**config.mk**
```make
export PLATFORM = sky130hd
export DESIGN_NAME = qsc_top
export DESIGN_NICKNAME = d
export VERILOG_FILES = /design/src/design/qsc_pkg.sv /design/src/design/qsc_sync.sv /design/src/design/qsc_baud.sv /design/src/design/qsc_top.sv
export VERILOG_INCLUDE_DIRS = /design/src /design/src/design
export SDC_FILE = /design/constraint.sdc
export NUM_CORES = 1
export LEC_CHECK = 0
export BUFFER_PORTS_ARGS = -buffer_cell sky130_fd_sc_hd__buf_2
export CAP_MARGIN = 20
export CORE_ASPECT_RATIO = 1.1
export CORE_MARGIN = 8
export CORE_UTILIZATION = 30
export DETAILED_ROUTE_END_ITERATION = 8
export GPL_TIMING_DRIVEN = 0
export SKIP_CTS_REPAIR_TIMING = 1
export SLEW_MARGIN = 15
export SYNTH_ARGS = -nofsm -noshare
export SYNTH_HDL_FRONTEND = slang
export SYNTH_HIERARCHICAL = 1
export SYNTH_SLANG_ARGS = --single-unit
export TNS_END_PERCENT = 20
```
**constraint.sdc**
```tcl
create_clock -name clock -period 9.75 [get_ports clock]
set_clock_uncertainty 0.15 [all_clocks]
set_input_delay 0.975 -clock clock [delete_from_list [all_inputs] [get_ports clock]]
set_output_delay 0.975 -clock clock [all_outputs]
set_load 0.05 [all_outputs]
```
**src/design/qsc_consts.svh**
```systemverilog
// qsc_consts.svh: offsets, field positions, reset values and counts
// assumes: included by bare name after the package is compiled
`ifndef QSC_CONSTS_SVH
`define QSC_CONSTS_SVH

// ----------------------------------------------------------------
// register offsets (word index on the plain register port)
// ----------------------------------------------------------------
`define QSC_A_MCTL 8'h00
`define QSC_A_PCTL 8'h01
`define QSC_A_QCTL 8'h02
`define QSC_A_TSTAT 8'h03
`define QSC_A_CMD_HI 4'h1
`define QSC_A_DAT_HI 4'h2

// ----------------------------------------------------------------
// field positions
// ----------------------------------------------------------------
`define QSC_MC_MASTER_SELECT 15
`define QSC_MC_OD 14
`define QSC_MC_LEN_HI 13
`define QSC_MC_LEN_LO 10
`define QSC_MC_CLOCK_IDLE_LEVEL 9
`define QSC_MC_CLOCK_EDGE_PHASE 8
`define QSC_MC_BAUD_HI 7
`define QSC_MC_BAUD_LO 0
`define QSC_PC_EN 15
`define QSC_QC_FIE 15
`define QSC_QC_WRAPAROUND_ENABLE 14
`define QSC_QC_WRAP_TARGET 13
`define QSC_QC_END_HI 11
`define QSC_QC_END_LO 8
`define QSC_QC_NEW_HI 3
`define QSC_QC_NEW_LO 0
`define QSC_TS_LOOP 10
`define QSC_TS_HALT_FAULT_IRQ_ENABLE 9
`define QSC_TS_HALT 8
`define QSC_TS_FIN 7
`define QSC_TS_MODE_FAULT_FLAG 6
`define QSC_TS_HACK 5
`define QSC_CMD_LEN_EN 4
`define QSC_PIN_MISO 0
`define QSC_PIN_MOSI 1
`define QSC_PIN_SCK 2
`define QSC_PIN_SS 3
`define QSC_NPIN 7

// ----------------------------------------------------------------
// reset values, masks and counts
// ----------------------------------------------------------------
`define QSC_MCTL_RST 16'h0100
`define QSC_QCTL_RST 16'h0000
`define QSC_QCTL_MASK 16'hef0f
`define QSC_PCS_IDLE 4'hf
`define QSC_LEN_DEF 5'h08
`define QSC_LEN_MAX 5'h10
`define QSC_BAUD_MIN 8'h02

`endif

```
**src/design/qsc_pkg.sv**
```systemverilog
// qsc_pkg: types shared by the serial port control files
// assumes: compiled before every other design file
package qsc_pkg;
  typedef logic [7:0] qsc_addr_t;
  typedef logic [15:0] qsc_data_t;
  typedef enum logic [2:0] {S_IDLE, S_LOAD, S_SHIFT, S_DONE, S_HALT, S_SWAIT} qsc_state_t;
endpackage : qsc_pkg

```
**src/design/qsc_sync.sv**
```systemverilog
// qsc_sync: two-flop synchroniser for pin inputs
// assumes: inputs are asynchronous to clock; q is read by the caller
`timescale 1ns/1ns
`default_nettype none
module qsc_sync #(
  parameter int W = 1
) (
  input wire logic clock,
  input wire logic rst_b,
  input wire logic [W-1:0] d,
  output logic [W-1:0] q
);
  logic [W-1:0] meta_ff;

  // first stage feeds only the second stage
  always_ff @(posedge clock or negedge rst_b) begin
    if (!rst_b) begin
      meta_ff <= '0;
      q <= '0;
    end else begin
      meta_ff <= d;
      q <= meta_ff;
    end
  end
endmodule : qsc_sync
`default_nettype wire

```
**src/design/qsc_baud.sv**
```systemverilog
// qsc_baud: modulus counter giving one tick per serial half period
// assumes: div is a register value on the same clock
`timescale 1ns/1ns
`default_nettype none
`include "qsc_consts.svh"
module qsc_baud (
  input wire logic clock,
  input wire logic rst_b,
  input wire logic run,
  input wire logic [7:0] div,
  output logic tick
);
  logic [7:0] cnt_ff;

  // tick every div cycles, none below the smallest divisor
  assign tick = run && (div >= `QSC_BAUD_MIN) && (cnt_ff == div - 8'h01);

  // count cycles of the system clock
  always_ff @(posedge clock or negedge rst_b) begin
    if (!rst_b) begin
      cnt_ff <= 8'h00;
    end else if (!run || tick) begin
      cnt_ff <= 8'h00;
    end else begin
      cnt_ff <= cnt_ff + 8'h01;
    end
  end
endmodule : qsc_baud
`default_nettype wire

```
**src/design/qsc_top.sv**
```systemverilog
// qsc_top: queued serial port control, master or slave, with command queue
// assumes: plain register port on clock; serial pins asynchronous to clock
`timescale 1ns/1ns
`default_nettype none
`include "qsc_consts.svh"
module qsc_top (
  input wire logic clock,
  input wire logic rst_b,
  input wire qsc_pkg::qsc_addr_t reg_addr,
  input wire qsc_pkg::qsc_data_t reg_wdata,
  input wire logic reg_wr,
  input wire logic reg_rd,
  output qsc_pkg::qsc_data_t reg_rdata,
  input wire logic sck_i,
  output logic sck_o,
  output logic sck_oe_b,
  input wire logic mosi_i,
  output logic mosi_o,
  output logic mosi_oe_b,
  input wire logic miso_i,
  output logic miso_o,
  output logic miso_oe_b,
  input wire logic ss_pcs0_b_i,
  output logic ss_pcs0_b_o,
  output logic ss_pcs0_b_oe_b,
  output logic [2:0] pcs_o,
  output logic [2:0] pcs_oe_b,
  output logic irq_req
);
  import qsc_pkg::*;

  // ----------------------------------------------------------------
  // state
  // ----------------------------------------------------------------
  logic [15:0] mctl_ff;
  logic en_ff;
  logic en_d_ff;
  logic [6:0] dir_ff;
  logic [15:0] qbuf_ff;
  logic [15:0] qctl_ff;
  logic loop_ff;
  logic halt_fault_irq_enable_ff;
  logic halt_ff;
  logic fin_ff;
  logic mode_fault_flag_ff;
  logic hack_ff;
  logic [7:0] cmd_ff [16];
  logic [15:0] tx_ff [16];
  logic [15:0] rx_ff [16];
  qsc_state_t st_ff;
  logic [3:0] ptr_ff;
  logic [15:0] sh_ff;
  logic [15:0] rsh_ff;
  logic [4:0] nbits_ff;
  logic [5:0] hc_ff;
  logic [3:0] pcs_ff;
  logic sck_val_ff;
  logic sck_d_ff;
  logic [6:0] pin_o_ff;
  logic [6:0] pin_oe_b_ff;
  logic [15:0] rdata_ff;
  logic irq_ff;

  // ----------------------------------------------------------------
  // field views and decode
  // ----------------------------------------------------------------
  logic master;
  logic odsel;
  logic clock_idle_level;
  logic clock_edge_phase;
  logic [3:0] len_code;
  logic [7:0] baud;
  logic [3:0] q_end;
  logic [3:0] q_new;
  logic [3:0] pin_s;
  logic ss_s;
  logic tick;
  logic wr_mctl;
  logic wr_pctl;
  logic wr_qctl;
  logic wr_tstat;
  logic wr_cmd;
  logic wr_dat;
  logic edge_ev;
  logic lead;
  logic sample;
  logic last;
  logic rx_in;
  logic at_end;
  logic stop;
  logic [3:0] nxt_ptr;
  logic [4:0] nxt_nbits;
  logic [6:0] pin_val;
  logic [15:0] nxt_rdata;
  logic [7:0] cmd_cur;

  assign master = mctl_ff[`QSC_MC_MASTER_SELECT];
  assign odsel = mctl_ff[`QSC_MC_OD];
  assign clock_idle_level = mctl_ff[`QSC_MC_CLOCK_IDLE_LEVEL];
  assign clock_edge_phase = mctl_ff[`QSC_MC_CLOCK_EDGE_PHASE];
  assign len_code = mctl_ff[`QSC_MC_LEN_HI:`QSC_MC_LEN_LO];
  assign baud = mctl_ff[`QSC_MC_BAUD_HI:`QSC_MC_BAUD_LO];
  assign q_end = qctl_ff[`QSC_QC_END_HI:`QSC_QC_END_LO];
  assign q_new = qctl_ff[`QSC_QC_NEW_HI:`QSC_QC_NEW_LO];
  assign ss_s = pin_s[`QSC_PIN_SS];
  assign wr_mctl = reg_wr && (reg_addr == `QSC_A_MCTL);
  assign wr_pctl = reg_wr && (reg_addr == `QSC_A_PCTL);
  assign wr_qctl = reg_wr && (reg_addr == `QSC_A_QCTL);
  assign wr_tstat = reg_wr && (reg_addr == `QSC_A_TSTAT);
  assign wr_cmd = reg_wr && (reg_addr[7:4] == `QSC_A_CMD_HI);
  assign wr_dat = reg_wr && (reg_addr[7:4] == `QSC_A_DAT_HI);
  assign cmd_cur = cmd_ff[ptr_ff];

  // length code decode
  function automatic logic [4:0] len_dec(input logic [3:0] code);
    if (code == 4'h0) begin
      len_dec = `QSC_LEN_MAX;
    end else if (code[3]) begin
      len_dec = {1'b0, code};
    end else begin
      len_dec = `QSC_LEN_DEF;
    end
  endfunction : len_dec

  // ----------------------------------------------------------------
  // pin synchronisers and baud divider
  // ----------------------------------------------------------------
  qsc_sync #(.W(4)) u_sync (
    .clock(clock),
    .rst_b(rst_b),
    .d({ss_pcs0_b_i, sck_i, mosi_i, miso_i}),
    .q(pin_s)
  );

  qsc_baud u_baud (
    .clock(clock),
    .rst_b(rst_b),
    .run(master && (st_ff == S_SHIFT)),
    .div(baud),
    .tick(tick)
  );

  // ----------------------------------------------------------------
  // serial edge classification
  // ----------------------------------------------------------------
  assign edge_ev = (st_ff == S_SHIFT) && (master ? tick : (pin_s[`QSC_PIN_SCK] != sck_d_ff));
  assign lead = master ? ~hc_ff[0] : (pin_s[`QSC_PIN_SCK] != clock_idle_level);
  assign sample = lead ^ clock_edge_phase;
  assign last = ((hc_ff + 6'h01) == {nbits_ff, 1'b0});
  assign rx_in = loop_ff ? sh_ff[15] : (master ? pin_s[`QSC_PIN_MISO] : pin_s[`QSC_PIN_MOSI]);
  assign nxt_nbits = (!master || cmd_cur[`QSC_CMD_LEN_EN]) ? len_dec(len_code) : `QSC_LEN_DEF;
  assign at_end = (ptr_ff == q_end);
  assign stop = at_end && !qctl_ff[`QSC_QC_WRAPAROUND_ENABLE];
  assign nxt_ptr = at_end ? (qctl_ff[`QSC_QC_WRAP_TARGET] ? q_new : 4'h0) : ptr_ff + 4'h1;

  // ----------------------------------------------------------------
  // configuration registers
  // ----------------------------------------------------------------
  // mode, length, clock shape and divisor
  always_ff @(posedge clock or negedge rst_b) begin
    if (!rst_b) begin
      mctl_ff <= `QSC_MCTL_RST;
    end else if (wr_mctl) begin
      mctl_ff <= reg_wdata;
    end
  end

  // port enable and pin direction; engine ends a finished queue
  always_ff @(posedge clock or negedge rst_b) begin
    if (!rst_b) begin
      en_ff <= 1'b0;
      dir_ff <= 7'h00;
      en_d_ff <= 1'b0;
    end else begin
      en_d_ff <= en_ff;
      if (wr_pctl) begin
        en_ff <= reg_wdata[`QSC_PC_EN];
        dir_ff <= reg_wdata[6:0];
      end else if ((st_ff == S_DONE) && stop) begin
        en_ff <= 1'b0;
      end
    end
  end

  // queue control: software fills the buffer, current copy taken between transfers
  always_ff @(posedge clock or negedge rst_b) begin
    if (!rst_b) begin
      qbuf_ff <= `QSC_QCTL_RST;
      qctl_ff <= `QSC_QCTL_RST;
    end else begin
      if (wr_qctl) begin
        qbuf_ff <= reg_wdata & `QSC_QCTL_MASK;
      end
      if ((st_ff == S_IDLE) || (st_ff == S_LOAD)) begin
        qctl_ff <= qbuf_ff;
      end
    end
  end

  // test bits and status flags; hardware set wins over write-one clear
  always_ff @(posedge clock or negedge rst_b) begin
    if (!rst_b) begin
      loop_ff <= 1'b0;
      halt_fault_irq_enable_ff <= 1'b0;
      halt_ff <= 1'b0;
      fin_ff <= 1'b0;
      mode_fault_flag_ff <= 1'b0;
      hack_ff <= 1'b0;
    end else begin
      if (wr_tstat) begin
        loop_ff <= reg_wdata[`QSC_TS_LOOP];
        halt_fault_irq_enable_ff <= reg_wdata[`QSC_TS_HALT_FAULT_IRQ_ENABLE];
        halt_ff <= reg_wdata[`QSC_TS_HALT];
      end
      if ((st_ff == S_DONE) && at_end) begin
        fin_ff <= 1'b1;
      end else if (wr_tstat && reg_wdata[`QSC_TS_FIN]) begin
        fin_ff <= 1'b0;
      end
      // only a select pin left as input can be pulled low by another master
      if (master && en_ff && !dir_ff[`QSC_PIN_SS] && !ss_s) begin
        mode_fault_flag_ff <= 1'b1;
      end else if (wr_tstat && reg_wdata[`QSC_TS_MODE_FAULT_FLAG]) begin
        mode_fault_flag_ff <= 1'b0;
      end
      if ((st_ff == S_DONE) && !stop && halt_ff) begin
        hack_ff <= 1'b1;
      end else if (wr_tstat && reg_wdata[`QSC_TS_HACK]) begin
        hack_ff <= 1'b0;
      end
    end
  end

  // command bytes and transmit words, written only from the register port
  always_ff @(posedge clock or negedge rst_b) begin
    if (!rst_b) begin
      for (int i = 0; i < 16; i++) begin
        cmd_ff[i] <= 8'h00;
        tx_ff[i] <= 16'h0000;
      end
    end else begin
      if (wr_cmd) begin
        cmd_ff[reg_addr[3:0]] <= reg_wdata[7:0];
      end
      if (wr_dat) begin
        tx_ff[reg_addr[3:0]] <= reg_wdata;
      end
    end
  end

  // received words stored at the end of each transfer
  always_ff @(posedge clock or negedge rst_b) begin
    if (!rst_b) begin
      for (int i = 0; i < 16; i++) begin
        rx_ff[i] <= 16'h0000;
      end
    end else if (st_ff == S_DONE) begin
      rx_ff[ptr_ff] <= rsh_ff;
    end
  end

  // ----------------------------------------------------------------
  // queue sequencer
  // ----------------------------------------------------------------
  always_ff @(posedge clock or negedge rst_b) begin
    if (!rst_b) begin
      st_ff <= S_IDLE;
    end else begin
      case (st_ff)
        S_IDLE: begin
          if (en_ff && !halt_ff && (master || !ss_s)) begin
            st_ff <= S_LOAD;
          end
        end
        S_LOAD: begin
          st_ff <= S_SHIFT;
        end
        S_SHIFT: begin
          if (!en_ff || (!master && ss_s)) begin
            st_ff <= S_IDLE;
          end else if (edge_ev && last) begin
            st_ff <= S_DONE;
          end
        end
        S_DONE: begin
          if (stop) begin
            st_ff <= S_IDLE;
          end else if (halt_ff) begin
            st_ff <= S_HALT;
          end else if (master) begin
            st_ff <= S_LOAD;
          end else begin
            st_ff <= S_SWAIT;
          end
        end
        S_HALT: begin
          if (!en_ff) begin
            st_ff <= S_IDLE;
          end else if (!halt_ff) begin
            st_ff <= master ? S_LOAD : S_SWAIT;
          end
        end
        S_SWAIT: begin
          if (ss_s || !en_ff) begin
            st_ff <= S_IDLE;
          end
        end
        default: begin
          st_ff <= S_IDLE;
        end
      endcase
    end
  end

  // queue pointer: start pointer on enable, advance or wrap after each transfer that does not stop the queue
  always_ff @(posedge clock or negedge rst_b) begin
    if (!rst_b) begin
      ptr_ff <= 4'h0;
    end else if (en_ff && !en_d_ff) begin
      ptr_ff <= qbuf_ff[`QSC_QC_NEW_HI:`QSC_QC_NEW_LO];
    end else if ((st_ff == S_DONE) && !stop) begin
      ptr_ff <= nxt_ptr;
    end
  end

  // ----------------------------------------------------------------
  // data serializer
  // ----------------------------------------------------------------
  always_ff @(posedge clock or negedge rst_b) begin
    if (!rst_b) begin
      sh_ff <= 16'h0000;
      rsh_ff <= 16'h0000;
      nbits_ff <= `QSC_LEN_DEF;
      hc_ff <= 6'h00;
      pcs_ff <= `QSC_PCS_IDLE;
    end else if (st_ff == S_LOAD) begin
      sh_ff <= tx_ff[ptr_ff] << (`QSC_LEN_MAX - nxt_nbits);
      rsh_ff <= 16'h0000;
      nbits_ff <= nxt_nbits;
      hc_ff <= 6'h00;
      pcs_ff <= master ? cmd_cur[3:0] : `QSC_PCS_IDLE;
    end else if (edge_ev) begin
      hc_ff <= hc_ff + 6'h01;
      if (sample) begin
        rsh_ff <= {rsh_ff[14:0], rx_in};
      end else if (hc_ff != 6'h00) begin
        sh_ff <= {sh_ff[14:0], 1'b0};
      end
    end else if ((st_ff == S_IDLE) || (st_ff == S_SWAIT)) begin
      pcs_ff <= `QSC_PCS_IDLE;
    end
  end

  // serial clock: idle level outside a master transfer, toggles on each tick
  always_ff @(posedge clock or negedge rst_b) begin
    if (!rst_b) begin
      sck_val_ff <= 1'b0;
      sck_d_ff <= 1'b0;
    end else begin
      sck_d_ff <= pin_s[`QSC_PIN_SCK];
      if (st_ff != S_SHIFT) begin
        sck_val_ff <= clock_idle_level;
      end else if (master && tick) begin
        sck_val_ff <= ~sck_val_ff;
      end
    end
  end

  // ----------------------------------------------------------------
  // pin drivers
  // ----------------------------------------------------------------
  assign pin_val = {pcs_ff[3:1], pcs_ff[0], sck_val_ff, sh_ff[15], sh_ff[15]};

  // direction picks driven pins; open drain releases a driven one at high level
  always_ff @(posedge clock or negedge rst_b) begin
    if (!rst_b) begin
      pin_o_ff <= 7'h00;
      pin_oe_b_ff <= 7'h7f;
    end else begin
      for (int i = 0; i < `QSC_NPIN; i++) begin
        pin_o_ff[i] <= odsel ? 1'b0 : pin_val[i];
        pin_oe_b_ff[i] <= !(dir_ff[i] && !(odsel && pin_val[i]));
      end
    end
  end

  assign miso_o = pin_o_ff[`QSC_PIN_MISO];
  assign miso_oe_b = pin_oe_b_ff[`QSC_PIN_MISO];
  assign mosi_o = pin_o_ff[`QSC_PIN_MOSI];
  assign mosi_oe_b = pin_oe_b_ff[`QSC_PIN_MOSI];
  assign sck_o = pin_o_ff[`QSC_PIN_SCK];
  assign sck_oe_b = pin_oe_b_ff[`QSC_PIN_SCK];
  assign ss_pcs0_b_o = pin_o_ff[`QSC_PIN_SS];
  assign ss_pcs0_b_oe_b = pin_oe_b_ff[`QSC_PIN_SS];
  assign pcs_o = pin_o_ff[6:4];
  assign pcs_oe_b = pin_oe_b_ff[6:4];

  // ----------------------------------------------------------------
  // register read and interrupt request
  // ----------------------------------------------------------------
  always_comb begin
    nxt_rdata = 16'h0000;
    if (reg_addr == `QSC_A_MCTL) begin
      nxt_rdata = mctl_ff;
    end else if (reg_addr == `QSC_A_PCTL) begin
      nxt_rdata = {en_ff, 8'h00, dir_ff};
    end else if (reg_addr == `QSC_A_QCTL) begin
      nxt_rdata = qctl_ff;
    end else if (reg_addr == `QSC_A_TSTAT) begin
      nxt_rdata = {5'h00, loop_ff, halt_fault_irq_enable_ff, halt_ff, fin_ff, mode_fault_flag_ff, hack_ff, 1'b0, ptr_ff};
    end else if (reg_addr[7:4] == `QSC_A_CMD_HI) begin
      nxt_rdata = {8'h00, cmd_ff[reg_addr[3:0]]};
    end else if (reg_addr[7:4] == `QSC_A_DAT_HI) begin
      nxt_rdata = rx_ff[reg_addr[3:0]];
    end
  end

  // read data for one cycle only; interrupt gated by enables
  always_ff @(posedge clock or negedge rst_b) begin
    if (!rst_b) begin
      rdata_ff <= 16'h0000;
      irq_ff <= 1'b0;
    end else begin
      rdata_ff <= reg_rd ? nxt_rdata : 16'h0000;
      irq_ff <= (fin_ff && qctl_ff[`QSC_QC_FIE]) || ((hack_ff || mode_fault_flag_ff) && halt_fault_irq_enable_ff);
    end
  end

  assign reg_rdata = rdata_ff;
  assign irq_req = irq_ff;
endmodule : qsc_top
`default_nettype wire

```
==> results_dict.tcl, run 1 <==
set metrics [dict create \
    outcome "finished clean" \
    synth_compound_area_share_pct 3.31 \
    routed-via-count 22674 \
    worst-endpoint-required_ns 10.13 \
    drive_above_1_share_pct 42.9 \
    floorplan.initialDensity_pct 30.2 \
    setup.worst_path.start_class "flop" \
    synth-adder-area-share_pct 0.338 \
    dp_slack_ns 4.36 \
    cts-buffers-inserted 80 \
    die_height_um 385 \
    gp_congestion 0.852 \
    synth-simple-area-share_pct 3.81 \
    slew_violations 0 \
    route.detailed.drc 0 \
    synth_top_family_by_area "multiplexers" \
    dpl_cell_area_mm2 0.0396 \
    core_mm2 0.123 \
    totalNegativeSetupSlack_ns 0 \
    synthDistinctLibCells 64 \
    grt_start_max_net_pins 101 \
    cts_root_buffer "sky130_fd_sc_hd__clkbuf_16" \
    worstSkewPairLatency_ns 0.68 \
    detail_route.vias_per_cell 5.21 \
    most-common-layout-cells "sky130_fd_sc_hd__dfrtp_1, sky130_fd_sc_hd__mux2_2, sky130_fd_sc_hd__mux4_2, sky130_fd_sc_hd__clkbuf_1, sky130_fd_sc_hd__nand2_1" \
    syn_area_cell_um2 14.8 \
    crit_path_max_fanout 10 \
    timing.final.setup_violations 0 \
    cp-end-kind "flop" \
    detailed_router_iteration_count_before_antenna_repair 7 \
    yosys.area_share.xor_xnor_pct 0.757 \
    clk_pin_slew_worst_paths_ns 0.06 \
    postRouteWirelength_um 105000 \
    overall_track_demand_over_capacity_in_global_routing_pct 15.5 \
    tritoncts_clock_tree "built" \
    ant_nets 0 \
    yosysSeqAreaShare_pct 53.8 \
    post_synth_mux_area_share_pct 35.6 \
    final_core_density_pct 34.5 \
    grt_pass1_wl_um 158000 \
    wl_per_cell_um 24.1 \
    clk_path_buf_depth 3 \
    worst_ep_arrival_time_ns 5.80 \
    max-slew-margin-rel_pct 20.3 \
    synth_edf_count 0 \
    p_per_area_mw_per_mm2 194 \
    final_nets 2688 \
    transition_time_of_the_tightest_slew_check_pin_ns 1.20 \
    grt_overflow_total 0 \
    stdcell_area_mm2 0.0424 \
    ys_async_sr_fraction_pct 100 \
    floorplan.io_pins 63 \
    total_leakage_power_uw 0.0194 \
    row_count 135 \
    period_minus_slack_ns 5.41 \
    io_buffers 57 \
    max_freq_mhz 185 \
    synth_seq_cells 795 \
    flow.area_growth_from_synthesis_pct 14.5 \
    mappedNetlistArea_mm2 0.0370 \
    grt_setup_unrepaired "no" \
    peakVddDrop_uv 120 \
    worstHoldPathType "in2async" \
    drt_first_iter_violations 1740 \
    power_uw 8230 \
    drv_cap 0 \
    synth-main-ff-cell "sky130_fd_sc_hd__dfrtp_1" \
    yosysWarnings 6 \
    final_common_cell "sky130_fd_sc_hd__dfrtp_1" \
    filler_cell_count 11872 \
    synthesis.instances 2496 \
    cts_htree_levels 3 \
    fp.dieArea_mm2 0.135 \
    synth_fp_nets 2538 \
    worst_slack_ns 4.34 \
    die_width_um 351 \
    dpl.hpwl_um 71200 \
    finalHoldViolations 0 \
    min_period_over_period_pct 55.5 \
    timing.setup.critical_path_class "reg2reg" \
    clkSinkCount 795 \
    via_count_of_the_first_global_routing_pass 23578 \
    number_of_antenna_violations_at_the_first_check_in_global_routing 10 \
]
[per-layer routing]
metal	share of wire (%)	wire length [µm]	global-route usage [%]
met1	43	44700	20.5
met2	49	50900	25.8
met3	5.6	5820	2.71
met4	3.1	3250	5.43
met5	0.012	13	0
[cells by family after synthesis]
family          count (synthesis)
compound gates                179
simple gates                  309
mux                           957
flops                         795
buf+inv                       214
xor+xnor                       32
fa+ha+maj                      10
[cell usage after synthesis (all sizes together) (11+ instances only)]
master | instances | area, µm²
dfrtp | 782 | 19600
mux2 | 695 | 7830
mux4 | 220 | 4950
clkbuf | 142 | 533
nand2 | 121 | 454
nor2 | 75 | 282
buf | 48 | 256
o21ai | 43 | 215
mux2i | 42 | 420
a21oi | 34 | 170
nand3 | 33 | 165
inv | 24 | 92.6
xnor2 | 23 | 201
a22oi | 20 | 150
nor2b | 17 | 106
dfstp | 13 | 342
a222oi | 11 | 110
a31oi | 11 | 68.8
and2 | 11 | 68.8
nand2b | 11 | 68.8
[worst max-delay path: stages (launching register included)]
cell	delay, ns
sky130_fd_sc_hd__dfrtp_1	0.37
sky130_fd_sc_hd__clkbuf_1	0.23
sky130_fd_sc_hd__inv_1	0.17
sky130_fd_sc_hd__and3_1	0.32
sky130_fd_sc_hd__and2_1	0.16
sky130_fd_sc_hd__buf_1	0.32
sky130_fd_sc_hd__nand3_1	0.13
sky130_fd_sc_hd__a211oi_1	0.86
sky130_fd_sc_hd__and3_1	0.28
sky130_fd_sc_hd__and2_1	0.17
sky130_fd_sc_hd__o21ai_1	0.25
sky130_fd_sc_hd__nor2b_1	0.18
sky130_fd_sc_hd__clkbuf_1	0.54
sky130_fd_sc_hd__clkbuf_1	0.80
sky130_fd_sc_hd__mux2i_1	0.29
sky130_fd_sc_hd__nor2_1	0.06
[final timing paths]
kind	end	cells past startpoint	from	slack (ns)
setup / recovery	rsh_ff[8]	15	st_ff[2]	4.34
hold / removal	tx_ff[250]	1	rst_b	0.06
setup reg to reg	rsh_ff[8]	15	st_ff[2]	4.34
hold reg to reg	u_sync/q[0]	0	u_sync/meta_ff[0]	0.20
max in group asynchronous	rx_ff[249]	6	rst_b	6.70
min in group clock	u_sync/q[0]	0	u_sync/meta_ff[0]	0.20
[registers in the layout (all words and copies together) (netlist names), 3 cells and up]
name            cells
hc_ff               6
u_sync/q            4
mctl_ff            16
u_baud/cnt_ff       8
st_ff               3
tx_ff             256
pcs_ff              4
rx_ff             256
qctl_ff            11
sh_ff              16
qbuf_ff            11
reg_rdata          16
ptr_ff              4
pin_o_ff            6
nbits_ff            5
pin_oe_b_ff         7
u_sync/meta_ff      4
rsh_ff             16
dir_ff              7
cmd_ff            128
[report_power, final]
part           switching (µW)  leakage, µW  internal, µW
Combinational             894      0.00716           540
Clock                    1370      0.00135          1840
Sequential                115       0.0109          3470
Total                    2380       0.0194          5850
[final cells by class]
| type | instances | area (µm²) | area share, % |
|---|---|---|---|
| plain buffers | 190 | 795 | 1.87 |
| well taps | 1644 | 2060 | 4.85 |
| multi-input cells | 1487 | 16300 | 38.3 |
| inverters | 24 | 92.6 | 0.218 |
| clock buffers | 110 | 2280 | 5.39 |
| clock inverters | 34 | 457 | 1.08 |
| diodes | 2 | 5.00 | 0.0118 |
| flip-flops and latches | 795 | 19900 | 47.0 |
| repair buffers | 68 | 547 | 1.29 |
[through the flow]
stage                     instances  hold WS, ns
after floorplan                2496        0.181
after global placement         4197        0.186
after detailed placement       4206        0.186
after CTS                      4350       0.0452
after global routing           4352       0.0908
final                          4354       0.0649
No activity file was read; power rests on OpenSTA's default activity.
==> inputs of run 2 (changes only) <==
==> constraint.sdc (replaced) <==
create_clock -name clock -period 5.3 [get_ports clock]
set_clock_uncertainty 0.15 [all_clocks]
set_input_delay 0.53 -clock clock [delete_from_list [all_inputs] [get_ports clock]]
set_output_delay 0.53 -clock clock [all_outputs]
set_load 0.05 [all_outputs]
==> run 2 against run 1 <==
  * Cell count grew 0.11%
  * Flip-flop and latch count is the same
  * Power grew 84%
  * First-iteration DRC count grew 2.8%
  * Register-to-register slack lost 3.8 ns
  * Cell area grew 0.13%
  * Hold slack is essentially flat
  * Worst setup slack lost 3.8 ns
  * Die area is the same
  * Sequential power grew 84%
  * Routed wire length grew 0.19%
  * Clock power grew 84%
  * Critical endpoint unchanged
==> results_dict.tcl, run 2 (synthesis results as in run 1) <==
set metrics [dict create \
    clk_pin_slew_worst_paths_ns 0.06 \
    max_freq_mhz 210 \
    period_minus_slack_ns 4.77 \
    min_period_over_period_pct 90.0 \
    tritoncts_clock_tree "built" \
    peakVddDrop_uv 221 \
    finalHoldViolations 0 \
    cts-buffers-inserted 80 \
    dpl.hpwl_um 71200 \
    final_nets 2693 \
    floorplan.io_pins 63 \
    met2_length_um 51200 \
    detail_route.vias_per_cell 5.20 \
    row_count 135 \
    slew_violations 0 \
    slowest_delay_ns 0.56 \
    timing.final.setup_violations 0 \
    cts_htree_levels 3 \
    drt_first_iter_violations 1789 \
    final_cells 4359 \
    total_leakage_power_uw 0.0194 \
    worst_slack_ns 0.528 \
    power_uw 15100 \
    grt_start_max_net_pins 101 \
    detail_route.wirelength.met1_um 44800 \
    outcome "finished clean" \
    gp_congestion 0.852 \
    via_count_of_the_first_global_routing_pass 23578 \
    crit_path_max_fanout 10 \
    dp_slack_ns -0.0856 \
    wl_met3_um 5670 \
    setup.worst_path.start_class "flop" \
    die_height_um 385 \
    filler_cell_count 11866 \
    max-slew-margin-rel_pct 21.2 \
    topRoutingLayerUsed "met5" \
    drive_above_1_share_pct 42.9 \
    largest_registers "rx_ff x256, tx_ff x256, cmd_ff x128" \
    clkSinkCount 795 \
    final_common_cell "sky130_fd_sc_hd__dfrtp_1" \
    dpl.cell_count 4206 \
    transition_time_of_the_tightest_slew_check_pin_ns 1.18 \
    wl_per_cell_um 24.1 \
    flow.area_growth_from_synthesis_pct 14.7 \
    worst_ep_arrival_time_ns 5.16 \
    ant_nets 0 \
    drv_cap 0 \
    core_mm2 0.123 \
    stdcell_area_mm2 0.0425 \
    floorplan.initialDensity_pct 30.2 \
    grt_setup_unrepaired "no" \
    worstSkewPairLatency_ns 0.68 \
    detailed_router_iteration_count_before_antenna_repair 7 \
    grt_pass1_wl_um 158000 \
    worstHoldPathType "in2reg" \
    number_of_antenna_violations_at_the_first_check_in_global_routing 9 \
    postRouteWirelength_um 105000 \
    clk_path_buf_depth 3 \
    cts_root_buffer "sky130_fd_sc_hd__clkbuf_16" \
    die_width_um 351 \
    grt_overflow_total 0 \
    timing.setup.critical_path_class "reg2reg" \
    cp-end-kind "flop" \
    most-common-layout-cells "sky130_fd_sc_hd__dfrtp_1, sky130_fd_sc_hd__mux2_2, sky130_fd_sc_hd__mux4_2, sky130_fd_sc_hd__clkbuf_1, sky130_fd_sc_hd__nand2_1" \
    io_buffers 57 \
    route.detailed.drc 0 \
    totalNegativeSetupSlack_ns 0 \
    critical-path-slowest-cell "sky130_fd_sc_hd__a211oi_2" \
    routed-via-count 22681 \
    dpl_cell_area_mm2 0.0396 \
    overall_track_demand_over_capacity_in_global_routing_pct 15.5 \
    worst-endpoint-required_ns 5.68 \
    p_per_area_mw_per_mm2 357 \
    cell_by_cell_listing_of_the_critical_path "clkbuf_1 > inv_1 > and3_1 > and2_1 > buf_1 > nand3_1 > a211oi_2 > and3_1 > and2_1 > o21ai_1 > nor2b_1 > clkbuf_1 > clkbuf_2 > mux2i_1 > nor2_1" \
    fp.dieArea_mm2 0.135 \
]
-- run 2: cell types whose count changed in the layout (fill, tap and decap cells not counted), sizes merged --
| cell | previous run | this run |
|---|---|---|
| dlygate4sd3 | 0 | 5 |
-- run 2: final cells by class --
type	count	area (µm²)	share of cell area, %
tap	1644	2060	4.84
antenna	2	5.00	0.0118
multi-input combinational	1487	16300	38.3
clock buffer	110	2280	5.38
sequential	795	19900	46.9
inverter	24	92.6	0.218
buffer	190	796	1.87
timing repair buffer	73	597	1.41
clock inverter	34	457	1.08
-- run 2: through the flow --
step	hold slack (ns)	util, %
detailed placement	0.186	32.3
floorplan	0.0844	-
global route	0.0567	34.6
global placement	0.186	32.1
CTS	-0.400	34.5
finish	0.0646	34.6
-- run 2: final timing paths --
kind / start / endpoint / slack [ns] / depth (start not counted)
min in group asynchronous: rst_b / tx_ff[250] / 0.22 / 2
setup / recovery: st_ff[2] / rsh_ff[8] / 0.53 / 15
setup reg to reg: st_ff[2] / rsh_ff[8] / 0.53 / 15
hold / removal: reg_rd / reg_rdata[3] / 0.06 / 3
hold reg to reg: u_sync/meta_ff[0] / u_sync/q[0] / 0.20 / 0
max in group asynchronous: rst_b / rx_ff[249] / 2.07 / 7
-- run 2: report_power, final --
group | internal [µW] | switching [µW]
Sequential | 6370 | 213
Combinational | 996 | 1650
Clock | 3390 | 2520
Total | 10800 | 4390
-- run 2: layer usage --
layer	vias to the layer above	track usage, %
li1	9605	-
met1	12269	20.5
met2	630	25.8
met3	175	2.71
met4	2	5.43
met5	-	0
-- run 2: worst max-delay path: cells and delay by family (launching register included) --
family	cells	cell delay, ns
buf+inv	5	1.75
flops	1	0.37
mux	1	0.26
simple gates	7	1.27
compound gates	2	0.81
